[src/radio_ovr_pkg.sv]
// Constants, register map and lookup tables for the radio override and coefficient register bank
package radio_ovr_pkg;

   // ***************************************************************
   // Register map
   // ***************************************************************
   localparam int          ADDR_W         = 7;
   localparam int          DATA_W         = 8;
   localparam int          NUM_REGS       = 7;
   localparam logic [6:0]  ADDR_BASE      = 7'h65;
   localparam logic [6:0]  ADDR_REG_EN    = 7'h65;
   localparam logic [6:0]  ADDR_REG_LVL   = 7'h66;
   localparam logic [6:0]  ADDR_ADC_A     = 7'h67;
   localparam logic [6:0]  ADDR_ADC_B     = 7'h68;
   localparam logic [6:0]  ADDR_GAIN_A    = 7'h69;
   localparam logic [6:0]  ADDR_GAIN_B    = 7'h6a;
   localparam logic [6:0]  ADDR_COEF_IDX  = 7'h6b;
   localparam logic [6:0]  ADDR_COEF_VAL  = 7'h6c;

   localparam logic [2:0]  SLOT_REG_EN    = 3'h0;
   localparam logic [2:0]  SLOT_REG_LVL   = 3'h1;
   localparam logic [2:0]  SLOT_ADC_A     = 3'h2;
   localparam logic [2:0]  SLOT_ADC_B     = 3'h3;
   localparam logic [2:0]  SLOT_GAIN_A    = 3'h4;
   localparam logic [2:0]  SLOT_GAIN_B    = 3'h5;
   localparam logic [2:0]  SLOT_COEF_IDX  = 3'h6;

   localparam logic [7:0]  RESET_VAL [NUM_REGS] = '{8'h81, 8'h00, 8'h1d, 8'h00, 8'h20, 8'h00, 8'h00};
   localparam logic [7:0]  WRITE_MASK [NUM_REGS] = '{8'hff, 8'hf7, 8'hff, 8'h1f, 8'h3f, 8'hff, 8'h07};
   localparam logic [7:0]  COEF_VAL_MASK  = 8'h3f;
   localparam logic [7:0]  ZERO_BYTE      = 8'h00;

   // ***************************************************************
   // Field positions
   // ***************************************************************
   localparam int          BIT_SMART_POR  = 7;
   localparam int          BIT_DIG_PWDN   = 0;
   localparam int          BIT_MASTER     = 7;
   localparam int          BIT_ADC_RESET  = 7;
   localparam int          BIT_TUNE_OVR   = 4;
   localparam int          BIT_OPEN_LOOP  = 3;
   localparam int          BIT_AGC_EN     = 5;
   localparam int          BIT_LNA_HIGH   = 4;
   localparam int          BIT_IGN_PRE    = 7;
   localparam int          BIT_SLOW_INC   = 6;

   // Enable vector order: bias, vco/if/rf/pll/dig ldo, xtal, temp, 32k, ref dac, adc, vcm
   localparam int          NUM_EN         = 12;

   // ***************************************************************
   // Gain and reference tables
   // ***************************************************************
   localparam logic [10:0] ADC_REF_BASE_MV = 11'd500;
   localparam logic [10:0] ADC_REF_STEP_MV = 11'd100;
   localparam logic [4:0]  LNA_MIN_GAIN_DB = 5'd5;
   localparam logic [4:0]  LNA_MAX_GAIN_DB = 5'd25;
   localparam logic [4:0]  PGA_GAIN_DB [16] = '{5'd0, 5'd3, 5'd6, 5'd12, 5'd18, 5'd24, 5'd24, 5'd24,
                                               5'd24, 5'd24, 5'd24, 5'd24, 5'd24, 5'd24, 5'd24, 5'd24};

   // ***************************************************************
   // Transmit shaping table
   // ***************************************************************
   localparam int          COEF_DEPTH     = 8;
   localparam int          COEF_W         = 6;
   localparam logic [5:0]  COEF_RESET [COEF_DEPTH] = '{6'h01, 6'h03, 6'h06, 6'h0a,
                                                      6'h0f, 6'h13, 6'h14, 6'h00};

endpackage

[src/coef_table_mem.sv]
// Small resettable coefficient memory with registered read data
`timescale 1ns/100ps
module coef_table_mem (
   input  wire logic                        i_clk,
   input  wire logic                        i_reset_n,
   input  wire logic [2:0]                  i_addr,
   input  wire logic                        i_wr,
   input  wire logic [radio_ovr_pkg::COEF_W-1:0] i_wdata,
   input  wire logic                        i_rd,
   output logic      [radio_ovr_pkg::COEF_W-1:0] o_rdata
);
   import radio_ovr_pkg::*;

   logic [COEF_W-1:0] mem_q [COEF_DEPTH];
   logic [COEF_W-1:0] mem_d [COEF_DEPTH];
   logic [COEF_W-1:0] rdata_q;
   logic [COEF_W-1:0] rdata_d;

   always_comb begin
      for (int i = 0; i < COEF_DEPTH; i++) begin
         mem_d[i] = mem_q[i];
      end
      if (i_wr) begin
         mem_d[i_addr] = i_wdata;
      end
      rdata_d = i_rd ? mem_q[i_addr] : rdata_q;
   end

   // Flops rather than a RAM macro: the table must come up loaded at reset
   always_ff @(posedge i_clk or negedge i_reset_n) begin
      if (!i_reset_n) begin
         for (int i = 0; i < COEF_DEPTH; i++) begin
            mem_q[i] <= COEF_RESET[i];
         end
         rdata_q <= '0;
      end else begin
         for (int i = 0; i < COEF_DEPTH; i++) begin
            mem_q[i] <= mem_d[i];
         end
         rdata_q <= rdata_d;
      end
   end

   assign o_rdata = rdata_q;

endmodule // coef_table_mem

[src/radio_override_and_coef_regs.sv]
// Override, converter tuning, gain control and transmit shaping register bank
`timescale 1ns/100ps
module radio_override_and_coef_regs (
   input  wire logic                           i_clk,
   input  wire logic                           i_reset_n,
   input  wire logic [radio_ovr_pkg::ADDR_W-1:0] i_reg_addr,
   input  wire logic [radio_ovr_pkg::DATA_W-1:0] i_reg_wdata,
   input  wire logic                           i_reg_wr,
   input  wire logic                           i_reg_rd,
   output logic      [radio_ovr_pkg::DATA_W-1:0] o_reg_rdata,
   output logic                                o_reg_rvalid,
   input  wire logic [radio_ovr_pkg::NUM_EN-1:0] i_auto_enables,
   output logic      [radio_ovr_pkg::NUM_EN-1:0] o_block_enables,
   output logic                                o_smart_por_en,
   input  wire logic                           i_idle_mode,
   output logic                                o_dig_domain_off,
   output logic      [2:0]                     o_dig_ldo_level,
   output logic                                o_adc_reset,
   output logic                                o_adc_open_loop,
   output logic      [10:0]                    o_adc_ref_mv,
   input  wire logic [3:0]                     i_cal_tune,
   output logic      [3:0]                     o_resonator_tune,
   input  wire logic [4:0]                     i_agc_gain,
   input  wire logic                           i_preamble_det,
   output logic                                o_agc_enable,
   output logic                                o_agc_run,
   output logic                                o_agc_slow_increase,
   output logic                                o_lna_gain_high,
   output logic      [4:0]                     o_lna_gain_db,
   output logic      [3:0]                     o_pga_gain_code,
   output logic      [4:0]                     o_pga_gain_db,
   output logic      [1:0]                     o_pga_window_adj,
   input  wire logic [7:0]                     i_rssi_raw,
   output logic      [7:0]                     o_rssi,
   output logic      [2:0]                     o_coef_index
);
   import radio_ovr_pkg::*;

   // ***************************************************************
   // Decode helpers
   // ***************************************************************
   function automatic logic slot_hit(input logic [ADDR_W-1:0] addr);
      slot_hit = (addr >= ADDR_BASE) && (addr < ADDR_COEF_VAL);
   endfunction

   function automatic logic [2:0] slot_of(input logic [ADDR_W-1:0] addr);
      logic [ADDR_W-1:0] diff;
      diff    = addr - ADDR_BASE;
      slot_of = diff[2:0];
   endfunction

   // Full drive under master override, otherwise only force on
   function automatic logic [NUM_EN-1:0] apply_ovr(input logic [NUM_EN-1:0] ovr,
                                                   input logic [NUM_EN-1:0] auto_en,
                                                   input logic              master);
      apply_ovr = master ? ovr : (ovr | auto_en);
   endfunction

   // ***************************************************************
   // Register storage
   // ***************************************************************
   logic [7:0]        regs_q [NUM_REGS];
   logic [7:0]        regs_d [NUM_REGS];
   logic              wr_reg;
   logic              wr_coef;
   logic              rd_req;
   logic              rd_coef;
   logic [COEF_W-1:0] coef_rdata;

   assign wr_reg  = i_reg_wr && slot_hit(i_reg_addr);
   assign wr_coef = i_reg_wr && (i_reg_addr == ADDR_COEF_VAL);
   // A read issued with a write in the same cycle is dropped
   assign rd_req  = i_reg_rd && !i_reg_wr;
   assign rd_coef = rd_req && (i_reg_addr == ADDR_COEF_VAL);

   always_comb begin
      for (int i = 0; i < NUM_REGS; i++) begin
         regs_d[i] = regs_q[i];
      end
      if (wr_reg) begin
         // Writes to gain bits land even with the loop on; they take effect once it is off
         regs_d[slot_of(i_reg_addr)] = i_reg_wdata & WRITE_MASK[slot_of(i_reg_addr)];
      end
   end

   always_ff @(posedge i_clk or negedge i_reset_n) begin
      if (!i_reset_n) begin
         for (int i = 0; i < NUM_REGS; i++) begin
            regs_q[i] <= RESET_VAL[i];
         end
      end else begin
         for (int i = 0; i < NUM_REGS; i++) begin
            regs_q[i] <= regs_d[i];
         end
      end
   end

   coef_table_mem u_coef_table (
      .i_clk     (i_clk),
      .i_reset_n (i_reset_n),
      .i_addr    (regs_q[SLOT_COEF_IDX][2:0]),
      .i_wr      (wr_coef),
      .i_wdata   (i_reg_wdata[COEF_W-1:0]),
      .i_rd      (rd_coef),
      .o_rdata   (coef_rdata)
   );

   // ***************************************************************
   // Read path, two cycles so the table read can be registered
   // ***************************************************************
   logic [ADDR_W-1:0] rd_addr_q;
   logic [ADDR_W-1:0] rd_addr_d;
   logic              rd_pend_q;
   logic              rd_pend_d;
   logic [7:0]        rdata_q;
   logic [7:0]        rdata_d;
   logic              rvalid_q;
   logic              rvalid_d;
   logic              agc_on;

   assign agc_on = regs_q[SLOT_GAIN_A][BIT_AGC_EN];

   always_comb begin
      rd_pend_d = rd_req;
      rd_addr_d = rd_req ? i_reg_addr : rd_addr_q;
      rvalid_d  = rd_pend_q;
      rdata_d   = rdata_q;
      if (rd_pend_q) begin
         if (rd_addr_q == ADDR_COEF_VAL) begin
            rdata_d = {2'h0, coef_rdata};
         end else if (rd_addr_q == ADDR_GAIN_A && agc_on) begin
            rdata_d = (regs_q[SLOT_GAIN_A] & 8'he0) | {3'h0, i_agc_gain};
         end else if (slot_hit(rd_addr_q)) begin
            rdata_d = regs_q[slot_of(rd_addr_q)];
         end else begin
            rdata_d = ZERO_BYTE;
         end
      end
   end

   always_ff @(posedge i_clk or negedge i_reset_n) begin
      if (!i_reset_n) begin
         rd_addr_q <= '0;
         rd_pend_q <= 1'b0;
         rdata_q   <= '0;
         rvalid_q  <= 1'b0;
      end else begin
         rd_addr_q <= rd_addr_d;
         rd_pend_q <= rd_pend_d;
         rdata_q   <= rdata_d;
         rvalid_q  <= rvalid_d;
      end
   end

   assign o_reg_rdata  = rdata_q;
   assign o_reg_rvalid = rvalid_q;

   // ***************************************************************
   // Block controls
   // ***************************************************************
   logic [NUM_EN-1:0] ovr_vec;
   logic              master;
   logic [NUM_EN-1:0] en_q;
   logic [NUM_EN-1:0] en_d;
   logic              dig_off_q;
   logic              dig_off_d;
   logic [10:0]       ref_q;
   logic [10:0]       ref_d;
   logic [3:0]        tune_q;
   logic [3:0]        tune_d;
   logic              run_q;
   logic              run_d;
   logic              lna_q;
   logic              lna_d;
   logic [3:0]        pga_q;
   logic [3:0]        pga_d;
   logic [7:0]        rssi_q;
   logic [7:0]        rssi_d;
   logic [3:0]        comp;

   assign master  = regs_q[SLOT_REG_LVL][BIT_MASTER];
   assign ovr_vec = {regs_q[SLOT_ADC_B][4], regs_q[SLOT_ADC_A][5], regs_q[SLOT_ADC_A][6],
                     regs_q[SLOT_REG_LVL][4], regs_q[SLOT_REG_LVL][5], regs_q[SLOT_REG_LVL][6],
                     regs_q[SLOT_REG_EN][1], regs_q[SLOT_REG_EN][2], regs_q[SLOT_REG_EN][3],
                     regs_q[SLOT_REG_EN][4], regs_q[SLOT_REG_EN][5], regs_q[SLOT_REG_EN][6]};
   assign comp    = regs_q[SLOT_GAIN_B][5:2];

   always_comb begin
      en_d      = apply_ovr(ovr_vec, i_auto_enables, master);
      dig_off_d = regs_q[SLOT_REG_EN][BIT_DIG_PWDN] && i_idle_mode;
      ref_d     = ADC_REF_BASE_MV + 11'(ADC_REF_STEP_MV * regs_q[SLOT_ADC_B][2:0]);
      tune_d    = regs_q[SLOT_ADC_A][BIT_TUNE_OVR] ? regs_q[SLOT_ADC_A][3:0] : i_cal_tune;
      // Without the ignore bit the loop waits for a detected preamble
      run_d     = agc_on && (regs_q[SLOT_GAIN_B][BIT_IGN_PRE] || i_preamble_det);
      lna_d     = agc_on ? i_agc_gain[4] : regs_q[SLOT_GAIN_A][BIT_LNA_HIGH];
      pga_d     = agc_on ? i_agc_gain[3:0] : regs_q[SLOT_GAIN_A][3:0];
      // High front-end gain is backed out of the strength value, floored at zero
      if (lna_q && (i_rssi_raw > {4'h0, comp})) begin
         rssi_d = i_rssi_raw - {4'h0, comp};
      end else if (lna_q) begin
         rssi_d = ZERO_BYTE;
      end else begin
         rssi_d = i_rssi_raw;
      end
   end

   always_ff @(posedge i_clk or negedge i_reset_n) begin
      if (!i_reset_n) begin
         en_q      <= '0;
         dig_off_q <= 1'b0;
         ref_q     <= ADC_REF_BASE_MV;
         tune_q    <= '0;
         run_q     <= 1'b0;
         lna_q     <= 1'b0;
         pga_q     <= '0;
         rssi_q    <= '0;
      end else begin
         en_q      <= en_d;
         dig_off_q <= dig_off_d;
         ref_q     <= ref_d;
         tune_q    <= tune_d;
         run_q     <= run_d;
         lna_q     <= lna_d;
         pga_q     <= pga_d;
         rssi_q    <= rssi_d;
      end
   end

   assign o_block_enables     = en_q;
   assign o_smart_por_en      = regs_q[SLOT_REG_EN][BIT_SMART_POR];
   assign o_dig_domain_off    = dig_off_q;
   assign o_dig_ldo_level     = regs_q[SLOT_REG_LVL][2:0];
   assign o_adc_reset         = regs_q[SLOT_ADC_A][BIT_ADC_RESET];
   assign o_adc_open_loop     = regs_q[SLOT_ADC_B][BIT_OPEN_LOOP];
   assign o_adc_ref_mv        = ref_q;
   assign o_resonator_tune    = tune_q;
   assign o_agc_enable        = agc_on;
   assign o_agc_run           = run_q;
   assign o_agc_slow_increase = regs_q[SLOT_GAIN_B][BIT_SLOW_INC];
   assign o_lna_gain_high     = lna_q;
   assign o_lna_gain_db       = lna_q ? LNA_MAX_GAIN_DB : LNA_MIN_GAIN_DB;
   assign o_pga_gain_code     = pga_q;
   assign o_pga_gain_db       = PGA_GAIN_DB[pga_q];
   assign o_pga_window_adj    = regs_q[SLOT_GAIN_B][1:0];
   assign o_rssi              = rssi_q;
   assign o_coef_index        = regs_q[SLOT_COEF_IDX][2:0];

   // ***************************************************************
   // Checks
   // ***************************************************************
   chk_master_drive: assert property (@(posedge i_clk) disable iff (!i_reset_n)
      master |=> (o_block_enables == $past(ovr_vec)))
      else $error("master override does not drive enables");
   chk_force_on_only: assert property (@(posedge i_clk) disable iff (!i_reset_n)
      !master |=> (o_block_enables == ($past(ovr_vec) | $past(i_auto_enables))))
      else $error("override without master not force-on only");
   chk_dig_powerdown: assert property (@(posedge i_clk) disable iff (!i_reset_n)
      (regs_q[SLOT_REG_EN][BIT_DIG_PWDN] && i_idle_mode) |=> o_dig_domain_off)
      else $error("digital domain not powered down in idle");
   chk_adc_ref_top: assert property (@(posedge i_clk) disable iff (!i_reset_n)
      (regs_q[SLOT_ADC_B][2:0] == 3'h7) |=> (o_adc_ref_mv == 11'd1200))
      else $error("reference code 111 not 1.2 V");
   chk_agc_readback: assert property (@(posedge i_clk) disable iff (!i_reset_n)
      (rd_pend_q && rd_addr_q == ADDR_GAIN_A && agc_on) |=> (o_reg_rvalid && o_reg_rdata[4:0] == $past(i_agc_gain)))
      else $error("gain readback not loop result");
   chk_lna_min: assert property (@(posedge i_clk) disable iff (!i_reset_n)
      !o_lna_gain_high |-> (o_lna_gain_db == 5'd5))
      else $error("low select not 5 dB");
   chk_pga_max: assert property (@(posedge i_clk) disable iff (!i_reset_n)
      (o_pga_gain_code == 4'h5) |-> (o_pga_gain_db == 5'd24))
      else $error("code 101 not 24 dB");
   chk_preamble_ign: assert property (@(posedge i_clk) disable iff (!i_reset_n)
      (agc_on && regs_q[SLOT_GAIN_B][BIT_IGN_PRE]) |=> o_agc_run)
      else $error("loop halted despite ignore bit");
   chk_tune_override: assert property (@(posedge i_clk) disable iff (!i_reset_n)
      regs_q[SLOT_ADC_A][BIT_TUNE_OVR] |=> (o_resonator_tune == $past(regs_q[SLOT_ADC_A][3:0])))
      else $error("tuning override ignored");
   // A quiet cycle between write and read keeps the entry from being overwritten
   chk_coef_roundtrip: assert property (@(posedge i_clk) disable iff (!i_reset_n)
      (wr_coef ##1 !i_reg_wr ##1 rd_coef) |-> ##2
      (o_reg_rvalid && o_reg_rdata == {2'h0, $past(i_reg_wdata[COEF_W-1:0], 4)}))
      else $error("coefficient read does not return written value");
   chk_reserved_idx: assert property (@(posedge i_clk) disable iff (!i_reset_n)
      (o_reg_rvalid && $past(rd_addr_q) == ADDR_COEF_IDX) |-> (o_reg_rdata[7:3] == 5'h00))
      else $error("reserved index bits not zero");
   chk_index_hold: assert property (@(posedge i_clk) disable iff (!i_reset_n)
      !(i_reg_wr && i_reg_addr == ADDR_COEF_IDX) |=> $stable(o_coef_index))
      else $error("coefficient index changed without write");
   chk_manual_gain: assert property (@(posedge i_clk) disable iff (!i_reset_n)
      !agc_on |=> (o_pga_gain_code == $past(regs_q[SLOT_GAIN_A][3:0])))
      else $error("manual gain code not applied");
   chk_rssi_comp: assert property (@(posedge i_clk) disable iff (!i_reset_n)
      (lna_q && i_rssi_raw > {4'h0, comp}) |=> (o_rssi == $past(i_rssi_raw - {4'h0, comp})))
      else $error("strength not compensated at high front-end gain");
   chk_reserved_gain: assert property (@(posedge i_clk) disable iff (!i_reset_n)
      (o_reg_rvalid && $past(rd_addr_q) == ADDR_GAIN_A) |-> (o_reg_rdata[7:6] == 2'h0))
      else $error("reserved gain bits not zero");

   cov_coef_read: cover property (@(posedge i_clk) disable iff (!i_reset_n) rd_coef ##2 o_reg_rvalid);
   cov_agc_read: cover property (@(posedge i_clk) disable iff (!i_reset_n)
      (rd_pend_q && rd_addr_q == ADDR_GAIN_A && agc_on));
   cov_master_off: cover property (@(posedge i_clk) disable iff (!i_reset_n) master ##1 !master);
   cov_dig_off: cover property (@(posedge i_clk) disable iff (!i_reset_n) $rose(o_dig_domain_off));

endmodule // radio_override_and_coef_regs

[config.mk]
export PLATFORM = sky130hd
export DESIGN_NAME = radio_override_and_coef_regs
export DESIGN_NICKNAME = d
export VERILOG_FILES = /design/src/radio_ovr_pkg.sv /design/src/coef_table_mem.sv /design/src/radio_override_and_coef_regs.sv
export SDC_FILE = /design/constraint.sdc
export NUM_CORES = 1
export LEC_CHECK = 0
export CORE_MARGIN = 10
export CORE_UTILIZATION = 25
export DETAILED_ROUTE_END_ITERATION = 16
export DONT_BUFFER_PORTS = 1
export PLACE_DENSITY_LB_ADDON = 0.08
export SLEW_MARGIN = 20
export SYNTH_ARGS = -nofsm -noshare
export SYNTH_HDL_FRONTEND = slang
export SYNTH_HIERARCHICAL = 1
export SYNTH_SLANG_ARGS = --single-unit
[constraint.sdc]
create_clock -name i_clk -period 4 [get_ports i_clk]
set_input_delay 0.8 -clock i_clk [delete_from_list [all_inputs] [get_ports i_clk]]
set_output_delay 0.8 -clock i_clk [all_outputs]
set_load 0.1 [all_outputs]
* Word-level counts from Yosys, hierarchy flattened
Memories as Yosys holds them, arrays and structs flattened.
Index checks and enable logic that the tools add are counted.
** Operators by class
- Reduce and logical (&&, ||, !) cells :: 14
- Bitwise logic cells :: 7
- Add/subtract/negate cells :: 4
- Multipliers :: 1
- Equal/unequal tests :: 3
- Mux-type cells :: 26
- Magnitude comparators :: 11
** Operators by type and width (number)
- two-way mux 8 bit :: 10
- bitwise mux 56 bit :: 1
- bitwise mux 48 bit :: 1
- binary-select mux 8 bit (select 3 bit) :: 1
- demux 8 bit (select 3 bit) :: 1
- equality test 7 bit, second input constant :: 3
- binary-select mux 6 bit (select 3 bit) :: 1
- demux 6 bit (select 3 bit) :: 1
- two-way mux 6 bit :: 3
- two-way mux 5 bit :: 3
- >= comparator 7 bit, second input constant :: 2
- less-than comparator 7 bit, second input constant :: 2
- >= comparator 4 bit, second input constant :: 3
- logical AND 1 bit :: 12
- two-way mux 12 bit :: 1
- NOT 3 -> 4 bit :: 3
- OR 12 bit :: 1
- adder 9 x 10 -> 11 bit, first input constant :: 1
- AND 8 bit :: 1
- > comparator 8 x 4 -> 1 bit :: 1
- less-than comparator 4 x 1 -> 1 bit, second input constant :: 2
- multiplier 5 x 3 -> 8 bit, first input constant :: 1
- two-way mux 4 bit :: 2
- OR 8 x 5 -> 8 bit :: 1
- 7 further kinds :: 8
** Storage, ports and cells
- Output and inout bits :: 74
- Memories :: 2
- ROM bits :: 144
- Register bits after elaboration :: 169
- Input bits :: 50
** Memories
- (no name shown) :: words 16, width 5, rd ports 1, clocked after memory_dff 0, wr ports 0, line radio_override_and_coef_regs.sv:243 : assign o_pga_gain_db = PGA_GAIN_DB[pga_q];
- (no name shown) :: words 8, width 8, rd ports 1, clocked after memory_dff 0, wr ports 0, line radio_override_and_coef_regs.sv:82 : regs_d[slot_of(i_reg_addr)] = i_reg_wdata & WRITE_MASK[slot_of(i_reg_addr)];

* Logic depth before layout (Yosys ltp)
Gate-level depths: netlist of the first run.
- Word-level depth :: 8
- Gate-level depth with buffers :: 8
- Mapped depth without buffers :: 7

* Modules after synthesis
The synthesis of the first run kept the hierarchy.
** Modules (own cells, without submodules)
- radio_override_and_coef_regs :: area each 5720.5 um^2, sequential area each 2844.0 um^2, times used 1, cells each 444
- coef_table_mem :: area each 2534.9 um^2, sequential area each 1371.3 um^2, times used 1, cells each 175

* Worst setup path after synthesis of the first run
OpenSTA, ideal clock, no wires.
- Path kind :: flip-flop to output port
- Start point :: reg pga_q[1] (netlist: o_pga_gain_code[1])
- End point :: out o_pga_gain_db[1]
- Buffers on the path :: 0
- Setup slack :: 0.248 ns
- Arrival :: 2.952 ns
- Stages on the path, launching flop included :: 5
- Cell sequence :: dfrtp_1 inv_1 ha_1 nand2b_1 a21oi_1
** On the way
- Cells in the longest elaborated chain, start to end :: 4
** Ends and longest elaborated chain
- start, declared :: line radio_override_and_coef_regs.sv:175 : logic [3:0] pga_q;
- start signal, assigned :: line radio_override_and_coef_regs.sv:224 : pga_q <= pga_d;
- NOT 4 -> 5 bit (implied by the code) :: line radio_override_and_coef_regs.sv:243
- memory read (16 x 5 bit)
- two-way mux 5 bit (implied by the code) (2 in series) :: line radio_override_and_coef_regs.sv:243
- end, declared :: line radio_override_and_coef_regs.sv:31 : output logic [4:0] o_pga_gain_db,
No other way between the ends. The select of a mux whose other input is x is not followed.

* Final worst setup path of the first run
- Start point :: reg pga_q[3] (netlist: o_pga_gain_code[3])
- End point :: out o_pga_gain_db[0]
The elaborated chain is that of the path after synthesis.

==> results_dict.tcl, run 1 <==
set metrics [dict create \
    status "completed" \
    core_area_um2 32500 \
    r2r_end "o_reg_rdata[3]" \
    hp-class "input port to async pin" \
    vias_per_cell 4.52 \
    crit_path_top_delay_cell "dfrtp_1" \
    n_antenna_cell 0 \
    final_util_pct 28.6 \
    startpoint_type "flop" \
    fillers 3358 \
    maxCapViolCount 0 \
    grt_pass1_vias 5243 \
    grt_pass1_wl_mm 35.4 \
    cellPowerDensity_nw_per_um2 560 \
    initial_utilization_pct 25.4 \
    port_buffers 0 \
    grt-ovfl-total 0 \
    fin_setup_tns_ns 0 \
    first_pass_iters 6 \
    postSynthAreaPerCell_um2 13.3 \
    drive_above_1_share_pct 38.8 \
    dp_hpwl_mm 16.7 \
    regArea_um2 4220 \
    ys_types 70 \
    routed_wl_mm 23.1 \
    final-instance-count-excl-fill 1069 \
    ir_worst_vdd_v 0.000330 \
    io_pins 124 \
    fin_crit_sh_pct 79.7 \
    fmax_mhz 314 \
    grt_usage_pct 11.5 \
    grt_max_degree 168 \
    setup_viol 0 \
    yosys_most_used_dff "dfrtp_1" \
    synth_edf_count 0 \
    die_width_um 202 \
    hold_viol_final 0 \
    crit_arrival_ns 2.39 \
    rrSetupSlack_ns 0.97 \
    area_growth_pct 12.7 \
    crit_fanout 4 \
    dr_total_vias 4828 \
    drt_iter0_drc 145 \
    crit_path_end_kind "output pin" \
    final_cell_mix "134 x dfrtp_1, 116 x mux2_2, 29 x dfstp_2" \
    fin_crit_ns 3.19 \
    finClkSkew_ns 0.00986 \
    reg2reg_from "rd_addr_q[0]" \
    power_uw 5210 \
    crit_end "o_pga_gain_db[0]" \
    cts.clk_slew.worst_paths_ns 0.07 \
    die_h_um 202 \
    whs_ns 0.0591 \
    worst_pin_slew_ns 1.09 \
    r2r_cells 6 \
    synth_seq_area_share_pct 51.1 \
    leakagePower_uw 0.00417 \
    drcViolationCount 0 \
    crit_start "o_pga_gain_code[3]" \
    grt_antenna_before_repair 0 \
    clk_latency_ns 0.44 \
    final_max_slew_viol_count 0 \
    critPathRequiredTime_ns 3.20 \
    postCtsSetupRepairBufs 0 \
    cts_buffers 17 \
    ant_nets 0 \
    multi_input_area_um2 3710 \
    synthCells 619 \
    syn_area_um2 8260 \
    gp_congestion 0.725 \
    nets 687 \
    cts_max_level 4 \
    num_rows 66 \
    cts_hold_buf 0 \
    async_flop_share_pct 100 \
    rsz0062_at_grt "false" \
    dp_cells 1037 \
    slew_headroom_pct 27.0 \
    max_stage_delay_ns 0.76 \
    clk_path_buf_depth 2 \
    cts-root-buf "clkbuf_16" \
    clkSinkCount 167 \
    cts_tree "yes" \
    yosys_warnings 6 \
    ys_ff_latch 167 \
    routedWlPerCell_um 21.6 \
    cts_resized 0 \
    critical_path_class "flop to output pin" \
    die_area_um2 40700 \
    final_common_cell "dfrtp_1" \
    crit_chain "or2_2 -> nor2_2 -> buf_4" \
]
[sequential cells by signal, summed over array words and instances, names as in the netlist, 3 cells and up]
signal                cells
o_reg_rdata               8
o_adc_ref_mv              9
comp                      4
o_block_enables          12
o_coef_index              3
ovr_vec                  12
o_dig_ldo_level           3
rd_addr_q                 7
o_rssi                    8
u_coef_table/o_rdata      6
o_pga_gain_code           4
u_coef_table/mem_q       48
o_resonator_tune          4
regs_q                   26
[layer usage]
layer | wire (um) | GRT usage (%)
met2 | 11000 | 18.4
met1 | 10600 | 14.5
met4 | 265 | 3.46
met3 | 1300 | 3.82
met5 | 0 | 0
[area by class of cell]
type / count / area share, %
clock buffers: 21 / 4.95
clock inverters: 11 / 1.84
inverters: 27 / 1.09
multi-input cells: 390 / 39.9
flip-flops and latches: 167 / 45.4
well taps: 442 / 5.94
repair buffers: 11 / 0.888
[worst max-delay path: cells and delay by family (launching register included)]
family	cells	cell delay, ns
DFF	1	0.76
and+or+nand+nor	2	0.88
buffers and inverters	1	0.30
[through the flow]
step / instance area (um2) / worst slack [ns]
final: 9300 / 0.811
after floorplan: 8260 / 0.248
after CTS: 9300 / 0.653
after detailed placement: 8670 / 0.685
after global placement: 8670 / 0.734
after global routing: 9300 / 0.743
[cells in the mapped netlist (4+ instances only)]
cell type,instances,area (um2)
nor3_1,4,20.0
a22oi_1,6,45.0
mux2_4,24,360
nor2_1,10,37.5
mux2i_1,11,110
o21ai_0,16,80.1
or4_1,4,30.0
dfrtp_1,138,3450
o2bb2ai_1,6,52.6
a21oi_1,14,70.1
a21o_1,12,90.1
a31oi_1,5,31.3
inv_1,25,93.8
buf_6,5,56.3
nor2b_1,8,50.1
clkbuf_1,8,30.0
o22ai_1,11,68.8
nand4_1,5,31.3
mux4_2,8,180
buf_4,17,128
dfstp_2,29,762
o31ai_1,4,30.0
mux2_2,116,1310
a211oi_1,4,30.0
nand2_1,15,56.3
xnor2_1,6,52.6
nand2b_1,9,56.3
ha_1,22,275
and2_1,6,37.5
xor2_1,5,43.8
[cells by family after synthesis]
group,Yosys count,share of synthesized area [%]
compound gates,98,8.11
xor+xnor,11,1.17
fa+ha+maj,23,3.58
buf+inv,64,4.21
flops,167,51.1
mux,160,24.0
other cells,2,0.0910
simple gates,94,7.76
[where the power goes]
part           internal, uW  switching, uW
clock                  1080            694
combinational           308            464
sequential             1860            799
[worst min path at each step]
stage,startpoint,end,slack [ns]
global route,i_reset_n,o_rssi[6],0.03
floorplan,rd_pend_q,o_reg_rvalid,0.40
global placement,rd_pend_q,o_reg_rvalid,0.45
finish,i_reset_n,o_rssi[5],0.06
CTS,i_reset_n,o_rssi[6],0.03
detailed placement,rd_pend_q,o_reg_rvalid,0.46
(Power assumes the default switching activity.)
==> run 2: changes to the inputs <==
Settings changed: ABC_AREA from default to 1.
Clock period 4 ns to 3.2 ns, I/O delays scaled along.
==> results_dict.tcl, run 2 <==
set metrics [dict create \
    violations "hold timing" \
    maxCapViolCount 0 \
    top_register "u_coef_table/mem_q" \
    nets 1058 \
    crit_path_top_delay_cell "dfrtp_1" \
    p_int_uw 4080 \
    ant_nets 0 \
    whs_ns -0.0965 \
    reg.largest.list "u_coef_table/mem_q x48, regs_q x26" \
    final_cell_mix "288 x nand2_1, 136 x dfrtp_1, 101 x inv_1" \
    syn_area_um2 8210 \
    port_buffers 0 \
    fin_crit_sh_pct 77.4 \
    rsz0062_at_grt "false" \
    cts_tree "yes" \
    finClkSkew_ns 0.00913 \
    die_h_um 201 \
    clk_path_buf_depth 2 \
    die_area_um2 40500 \
    drive_above_1_share_pct 13.9 \
    synthCells 986 \
    critical_path_class "flop to output pin" \
    ys_ff_latch 167 \
    setup_viol 0 \
    crit_arrival_ns 1.84 \
    critPathRequiredTime_ns 2.56 \
    netSwitchingFraction_pct 39.1 \
    grt_pass1_vias 6280 \
    hold_viol_final 138 \
    r2r_cells 9 \
    routedWlPerCell_um 17.9 \
    synthTopCellsByCount "288 x nand2_1, 138 x dfrtp_1, 101 x inv_1" \
    yosys_warnings 6 \
    drt_iter0_drc 414 \
    crit_path_end_kind "output pin" \
    fmax_mhz 404 \
    status "complete, but fails checks" \
    clkSinkCount 167 \
    clk_latency_ns 0.43 \
    rrSetupSlack_ns 1.06 \
    cts.clk_slew.worst_paths_ns 0.07 \
    cts_buffers 17 \
    synth_top_area_share_pct 42.1 \
    ir_worst_vdd_v 0.000381 \
    grt_max_degree 168 \
    crit_end "o_pga_gain_db[3]" \
    yosysMostFrequentCell "nand2_1" \
    num_rows 66 \
    synth_area_leaders "dfrtp_1 42%, nand2_1 13%, dfstp_2 9.3%" \
    final_max_slew_viol_count 0 \
    seqPwrFrac_pct 46.8 \
    worst_pin_slew_ns 0.982 \
    hp-class "input port to async pin" \
    crit_chain "buf_4 -> inv_1 -> o21ai_0 -> a21o_1 -> buf_12" \
    n_antenna_cell 0 \
    r2r_end "o_reg_rdata[0]" \
    initial_utilization_pct 25.3 \
    routed_wl_mm 25.8 \
    final_common_cell "nand2_1" \
    synth_seq_area_share_pct 51.4 \
    area_growth_pct 13.9 \
    cts_max_level 4 \
    dr_total_vias 6104 \
    final_util_pct 28.8 \
    crit_fanout 4 \
    core_area_um2 32500 \
    async_flop_share_pct 100 \
    postCtsSetupRepairBufs 0 \
    synth_edf_count 0 \
    cellPowerDensity_nw_per_um2 716 \
    netSwitchingPower_uw 2620 \
    cts-root-buf "clkbuf_16" \
    postSynthAreaPerCell_um2 8.32 \
    fin_crit_ns 2.48 \
    die_width_um 201 \
    reg2reg_from "rd_addr_q[0]" \
    startpoint_type "flop" \
    yosys_most_used_dff "dfrtp_1" \
    first_pass_iters 4 \
    vias_per_cell 4.24 \
    grt_pass1_wl_mm 40.0 \
    grt_antenna_before_repair 2 \
    power_frac_comb_pct 18.6 \
    pre_cts_ws_ns 0.853 \
    max_stage_delay_ns 0.32 \
    leakagePower_uw 0.00429 \
    fin_ws_ns 0.723 \
    grt-ovfl-total 0 \
    grt_usage_pct 12.9 \
    largest_reg_flops 48 \
    ys_types 39 \
    synth_top_cell_by_area "dfrtp_1" \
    p_clk_share_pct 34.6 \
    io_pins 124 \
    dp_hpwl_mm 18.5 \
    gp_congestion 0.763 \
    drcViolationCount 0 \
    slew_headroom_pct 34.5 \
    crit_start "o_pga_gain_code[2]" \
]
## run 2: cell types whose count changed after synthesis, moves of 12 or more
cell / delta
nand2_1: +273
mux2_2: -112
inv_1: +76
o21ai_1: +74
nand3_1: +64
nor2_1: +44
o21ai_0: +35
mux2_4: -24
buf_2: +12
## run 2: area by class of cell
| cell class | count | area [um2] |
|---|---|---|
| fill | 3553 | 23100 |
| sequential | 167 | 4220 |
| multi-input combinational | 654 | 3260 |
| tap | 442 | 553 |
| inverter | 120 | 455 |
| clock buffer | 21 | 450 |
| timing repair buffer | 25 | 213 |
| clock inverter | 11 | 199 |
## run 2: kinds of logic (layout without fill, tap and decap cells)
| kind of cell | count (synthesis) | after routing | share of synthesized area, % |
|---|---|---|---|
| AO/OA/AOI/OAI | 166 | 166 | 11.2 |
| adder cells (fa/ha/maj) | 23 | 23 | 3.60 |
| XOR/XNOR | 11 | 11 | 1.27 |
| flip-flops | 167 | 167 | 51.4 |
| other | 2 | 4 | 0.0915 |
| buffers and inverters | 167 | 177 | 9.12 |
| AND/OR/NAND/NOR | 446 | 446 | 22.8 |
| multiplexers | 4 | 4 | 0.549 |
## run 2: how the worst min path moves through the flow
stage | cells past startpoint | slack, ns | from | to
4_1_cts | 0 | -0.12 | i_reset_n | o_dig_ldo_level[1]
3_3_place_gp | 0 | 0.35 | i_reset_n | o_block_enables[8]
2_1_floorplan | 0 | 0.34 | i_reset_n | comp[0]
5_1_grt | 0 | -0.12 | i_reset_n | o_block_enables[8]
3_5_place_dp | 0 | 0.35 | i_reset_n | o_block_enables[8]
6_report | 0 | -0.1 | i_reset_n | o_block_enables[8]
## run 2: layer usage
| layer | track usage [%] | up-vias | part of all wire (%) |
|---|---|---|---|
| met5 | 0 | - | 0.10 |
| met4 | 3.25 | 4 | 0.95 |
| met3 | 3.53 | 15 | 4.9 |
| met2 | 21.9 | 96 | 49 |
| met1 | 15.9 | 2868 | 45 |
| li1 | - | 3121 | - |
## run 2: through the flow
stage | cell area (um2) | TNS [ns] | total power, uW | std cells
floorplan | 8220 | -0.0453 | 4110 | 988
global placement | 8700 | 0 | 4450 | 1408
detailed placement | 8700 | 0 | 4450 | 1408
CTS | 9350 | 0 | 6820 | 1440
global route | 9350 | 0 | 7030 | 1440
finish | 9350 | 0 | 6690 | 1440
## run 2: critical path: cells and delay by family, from the launching register on
family / cells / cell delay, ns
AOI/OAI and AO/OA: 2 / 0.47
buffers and inverters: 3 / 0.61
DFF: 1 / 0.32
## run 2: what timing repair did
item / 4_1_cts / 5_1_grt
setup endpoints to repair: 0 / 0
endpoints found under the hold margin: 138 / 138
resized for setup: 0 / 0
## run 2: power by group through the flow
stage                     clock network, uW  registers [uW]  logic [uW]
after floorplan                           0            3210         905
after CTS                              2410            3150        1270
final                                  2320            3130        1240
after global placement                    0            3190        1270
after detailed placement                  0            3190        1270
after global routing                   2490            3170        1370
==> run 3: changes to the inputs <==
Clock period 3.2 ns to 2.1 ns, I/O delays scaled along.
==> results_dict.tcl, run 3 (synthesis gave the netlist of run 2 again) <==
set metrics [dict create \
    status "complete, but fails checks" \
    violations "hold timing" \
    reg.largest.list "u_coef_table/mem_q x48, regs_q x26" \
    grt_antenna_before_repair 2 \
    gp_congestion 0.784 \
    nets 1114 \
    final-instance-count-excl-fill 1496 \
    cellPowerDensity_nw_per_um2 1050 \
    placed_area_um2 9180 \
    cts.clk_slew.worst_paths_ns 0.07 \
    crit_path_end_kind "output pin" \
    final_common_cell "nand2_1" \
    p_clk_share_pct 32.0 \
    crit_fanout 2 \
    finClkSkew_ns 0.0109 \
    vias_per_cell 4.24 \
    leakagePower_uw 0.00457 \
    ant_nets 0 \
    area_growth_pct 20.1 \
    crit_arrival_ns 1.64 \
    drive_above_1_share_pct 19.7 \
    grt_pass1_wl_mm 40.5 \
    fmax_mhz 485 \
    seqPwrFrac_pct 39.1 \
    worst_pin_slew_ns 0.505 \
    die_h_um 201 \
    r2r_end "o_reg_rdata[1]" \
    ir_worst_vdd_v 0.000493 \
    slew_headroom_pct 66.4 \
    final_max_slew_viol_count 0 \
    crit_start "o_pga_gain_code[1]" \
    clk_latency_ns 0.44 \
    hold_viol_final 167 \
    top_layer "met5" \
    final_area_um2 9860 \
    fillers 3492 \
    cts_max_level 4 \
    dr_total_vias 6342 \
    n_antenna_cell 0 \
    dp_hpwl_mm 18.7 \
    clk_path_buf_depth 2 \
    wl_met2_mm 12.6 \
    netSwitchingPower_uw 4160 \
    startpoint_type "flop" \
    power_frac_comb_pct 28.8 \
    grt-ovfl-total 0 \
    crit_path_top_delay_cell "dfrtp_4" \
    drt_iter0_drc 360 \
    netSwitchingFraction_pct 40.1 \
    cts_buffers 17 \
    whs_ns -0.326 \
    final_cell_mix "287 x nand2_1, 133 x dfrtp_1, 100 x inv_1" \
    first_pass_iters 5 \
    cts_tree "yes" \
    grt_pass1_vias 6419 \
    num_rows 66 \
    rrSetupSlack_ns 0.24 \
    rsz0062_at_grt "true" \
    max_stage_delay_ns 0.50 \
    port_buffers 0 \
    clkSinkCount 167 \
    die_area_um2 40500 \
    routedWlPerCell_um 17.5 \
    maxCapViolCount 0 \
    core_area_um2 32500 \
    grt_usage_pct 13.0 \
    wl_met3_mm 1.26 \
    grt_max_degree 168 \
    crit_end "o_pga_gain_db[3]" \
    p_int_uw 6200 \
    crit_top_cell "buf_12" \
    cts-root-buf "clkbuf_16" \
    initial_utilization_pct 25.3 \
    dp_cells 1461 \
    reg2reg_from "rd_addr_q[0]" \
    fin_crit_sh_pct 98.1 \
    m1WireLength_mm 11.9 \
    r2r_cells 10 \
    drcViolationCount 0 \
    critical_path_class "flop to output pin" \
    top_register "u_coef_table/mem_q" \
    crit_chain "buf_12 -> ha_4 -> a21o_4 -> buf_12" \
    power_uw 10400 \
    hp-class "input port to async pin" \
    fin_crit_ns 2.06 \
    setup_viol 0 \
    final_util_pct 30.4 \
    routed_wl_mm 26.1 \
    critPathRequiredTime_ns 1.68 \
    io_pins 124 \
    die_width_um 201 \
    largest_reg_flops 48 \
]
[run 3: changes by cell type in the layout (fill, tap and decap cells not counted), moves of 2 or more]
cell       change
nor2_2         -2
buf_4         +50
clkbuf_1       -3
nor2_4         +3
dfrtp_2        +2
clkbuf_8       +2
inv_6          +4
dfrtp_1        -3
buf_12         +6
bufinv_16      -3
[run 3: layout make-up]
type	instances	area, um2	share of cell area [%]
Clock buffer	20	467	4.73
Clock inverter	12	140	1.42
Inverter	120	458	4.64
Multi-Input combinational cell	654	3310	33.5
Sequential cell	167	4230	42.9
Tap cell	442	553	5.61
Timing Repair Buffer	81	708	7.18
[run 3: power groups by stage]
stage | Combinational, uW | Clock [uW] | Sequential (uW)
global route | 3200 | 3540 | 4100
finish | 2990 | 3320 | 4050
CTS | 3010 | 3450 | 4070
global placement | 2980 | 0 | 4120
detailed placement | 2980 | 0 | 4120
floorplan | 1390 | 0 | 4890
[run 3: worst min-delay path by stage]
stage | startpoint | end | slack [ns] | depth (start not counted)
final | i_reset_n | o_block_enables[2] | -0.33 | 0
after global placement | i_reset_n | o_block_enables[8] | 0.13 | 0
after floorplan | i_reset_n | comp[0] | 0.12 | 0
after detailed placement | i_reset_n | o_block_enables[8] | 0.13 | 0
after CTS | i_reset_n | o_block_enables[8] | -0.35 | 0
after global routing | i_reset_n | o_block_enables[2] | -0.35 | 0
[run 3: per-stage QoR]
stage | TNS, ns | worst slack, ns
global placement | 0 | 0.165
floorplan | -0.439 | -0.245
global route | -0.00427 | -0.00427
CTS | -0.00384 | -0.00384
detailed placement | 0 | 0.0982
finish | 0 | 0.0394
[run 3: layer usage]
layer,up-vias,GRT usage [%]
met1,2986,16.3
met2,108,21.6
met4,4,3.46
met5,-,0
met3,19,3.63
li1,3225,-
[run 3: critical path, delay by kind of cell, from the launching register on]
family,cells,cell delay (ns)
adder cells (fa/ha/maj),1,0.16
flip-flops,1,0.50
buffers and inverters,2,0.34
AO/OA/AOI/OAI,1,0.20
[run 3: timing repair]
| item | CTS | global route |
|---|---|---|
| pin swaps | 1 | 3 |
| cloned | 0 | 0 |
| endpoints found under the setup margin | 2 | 7 |
| hold endpoints to repair | 167 | 167 |
| setup buffers | 0 | 3 |
| resized for setup | 10 | 3 |
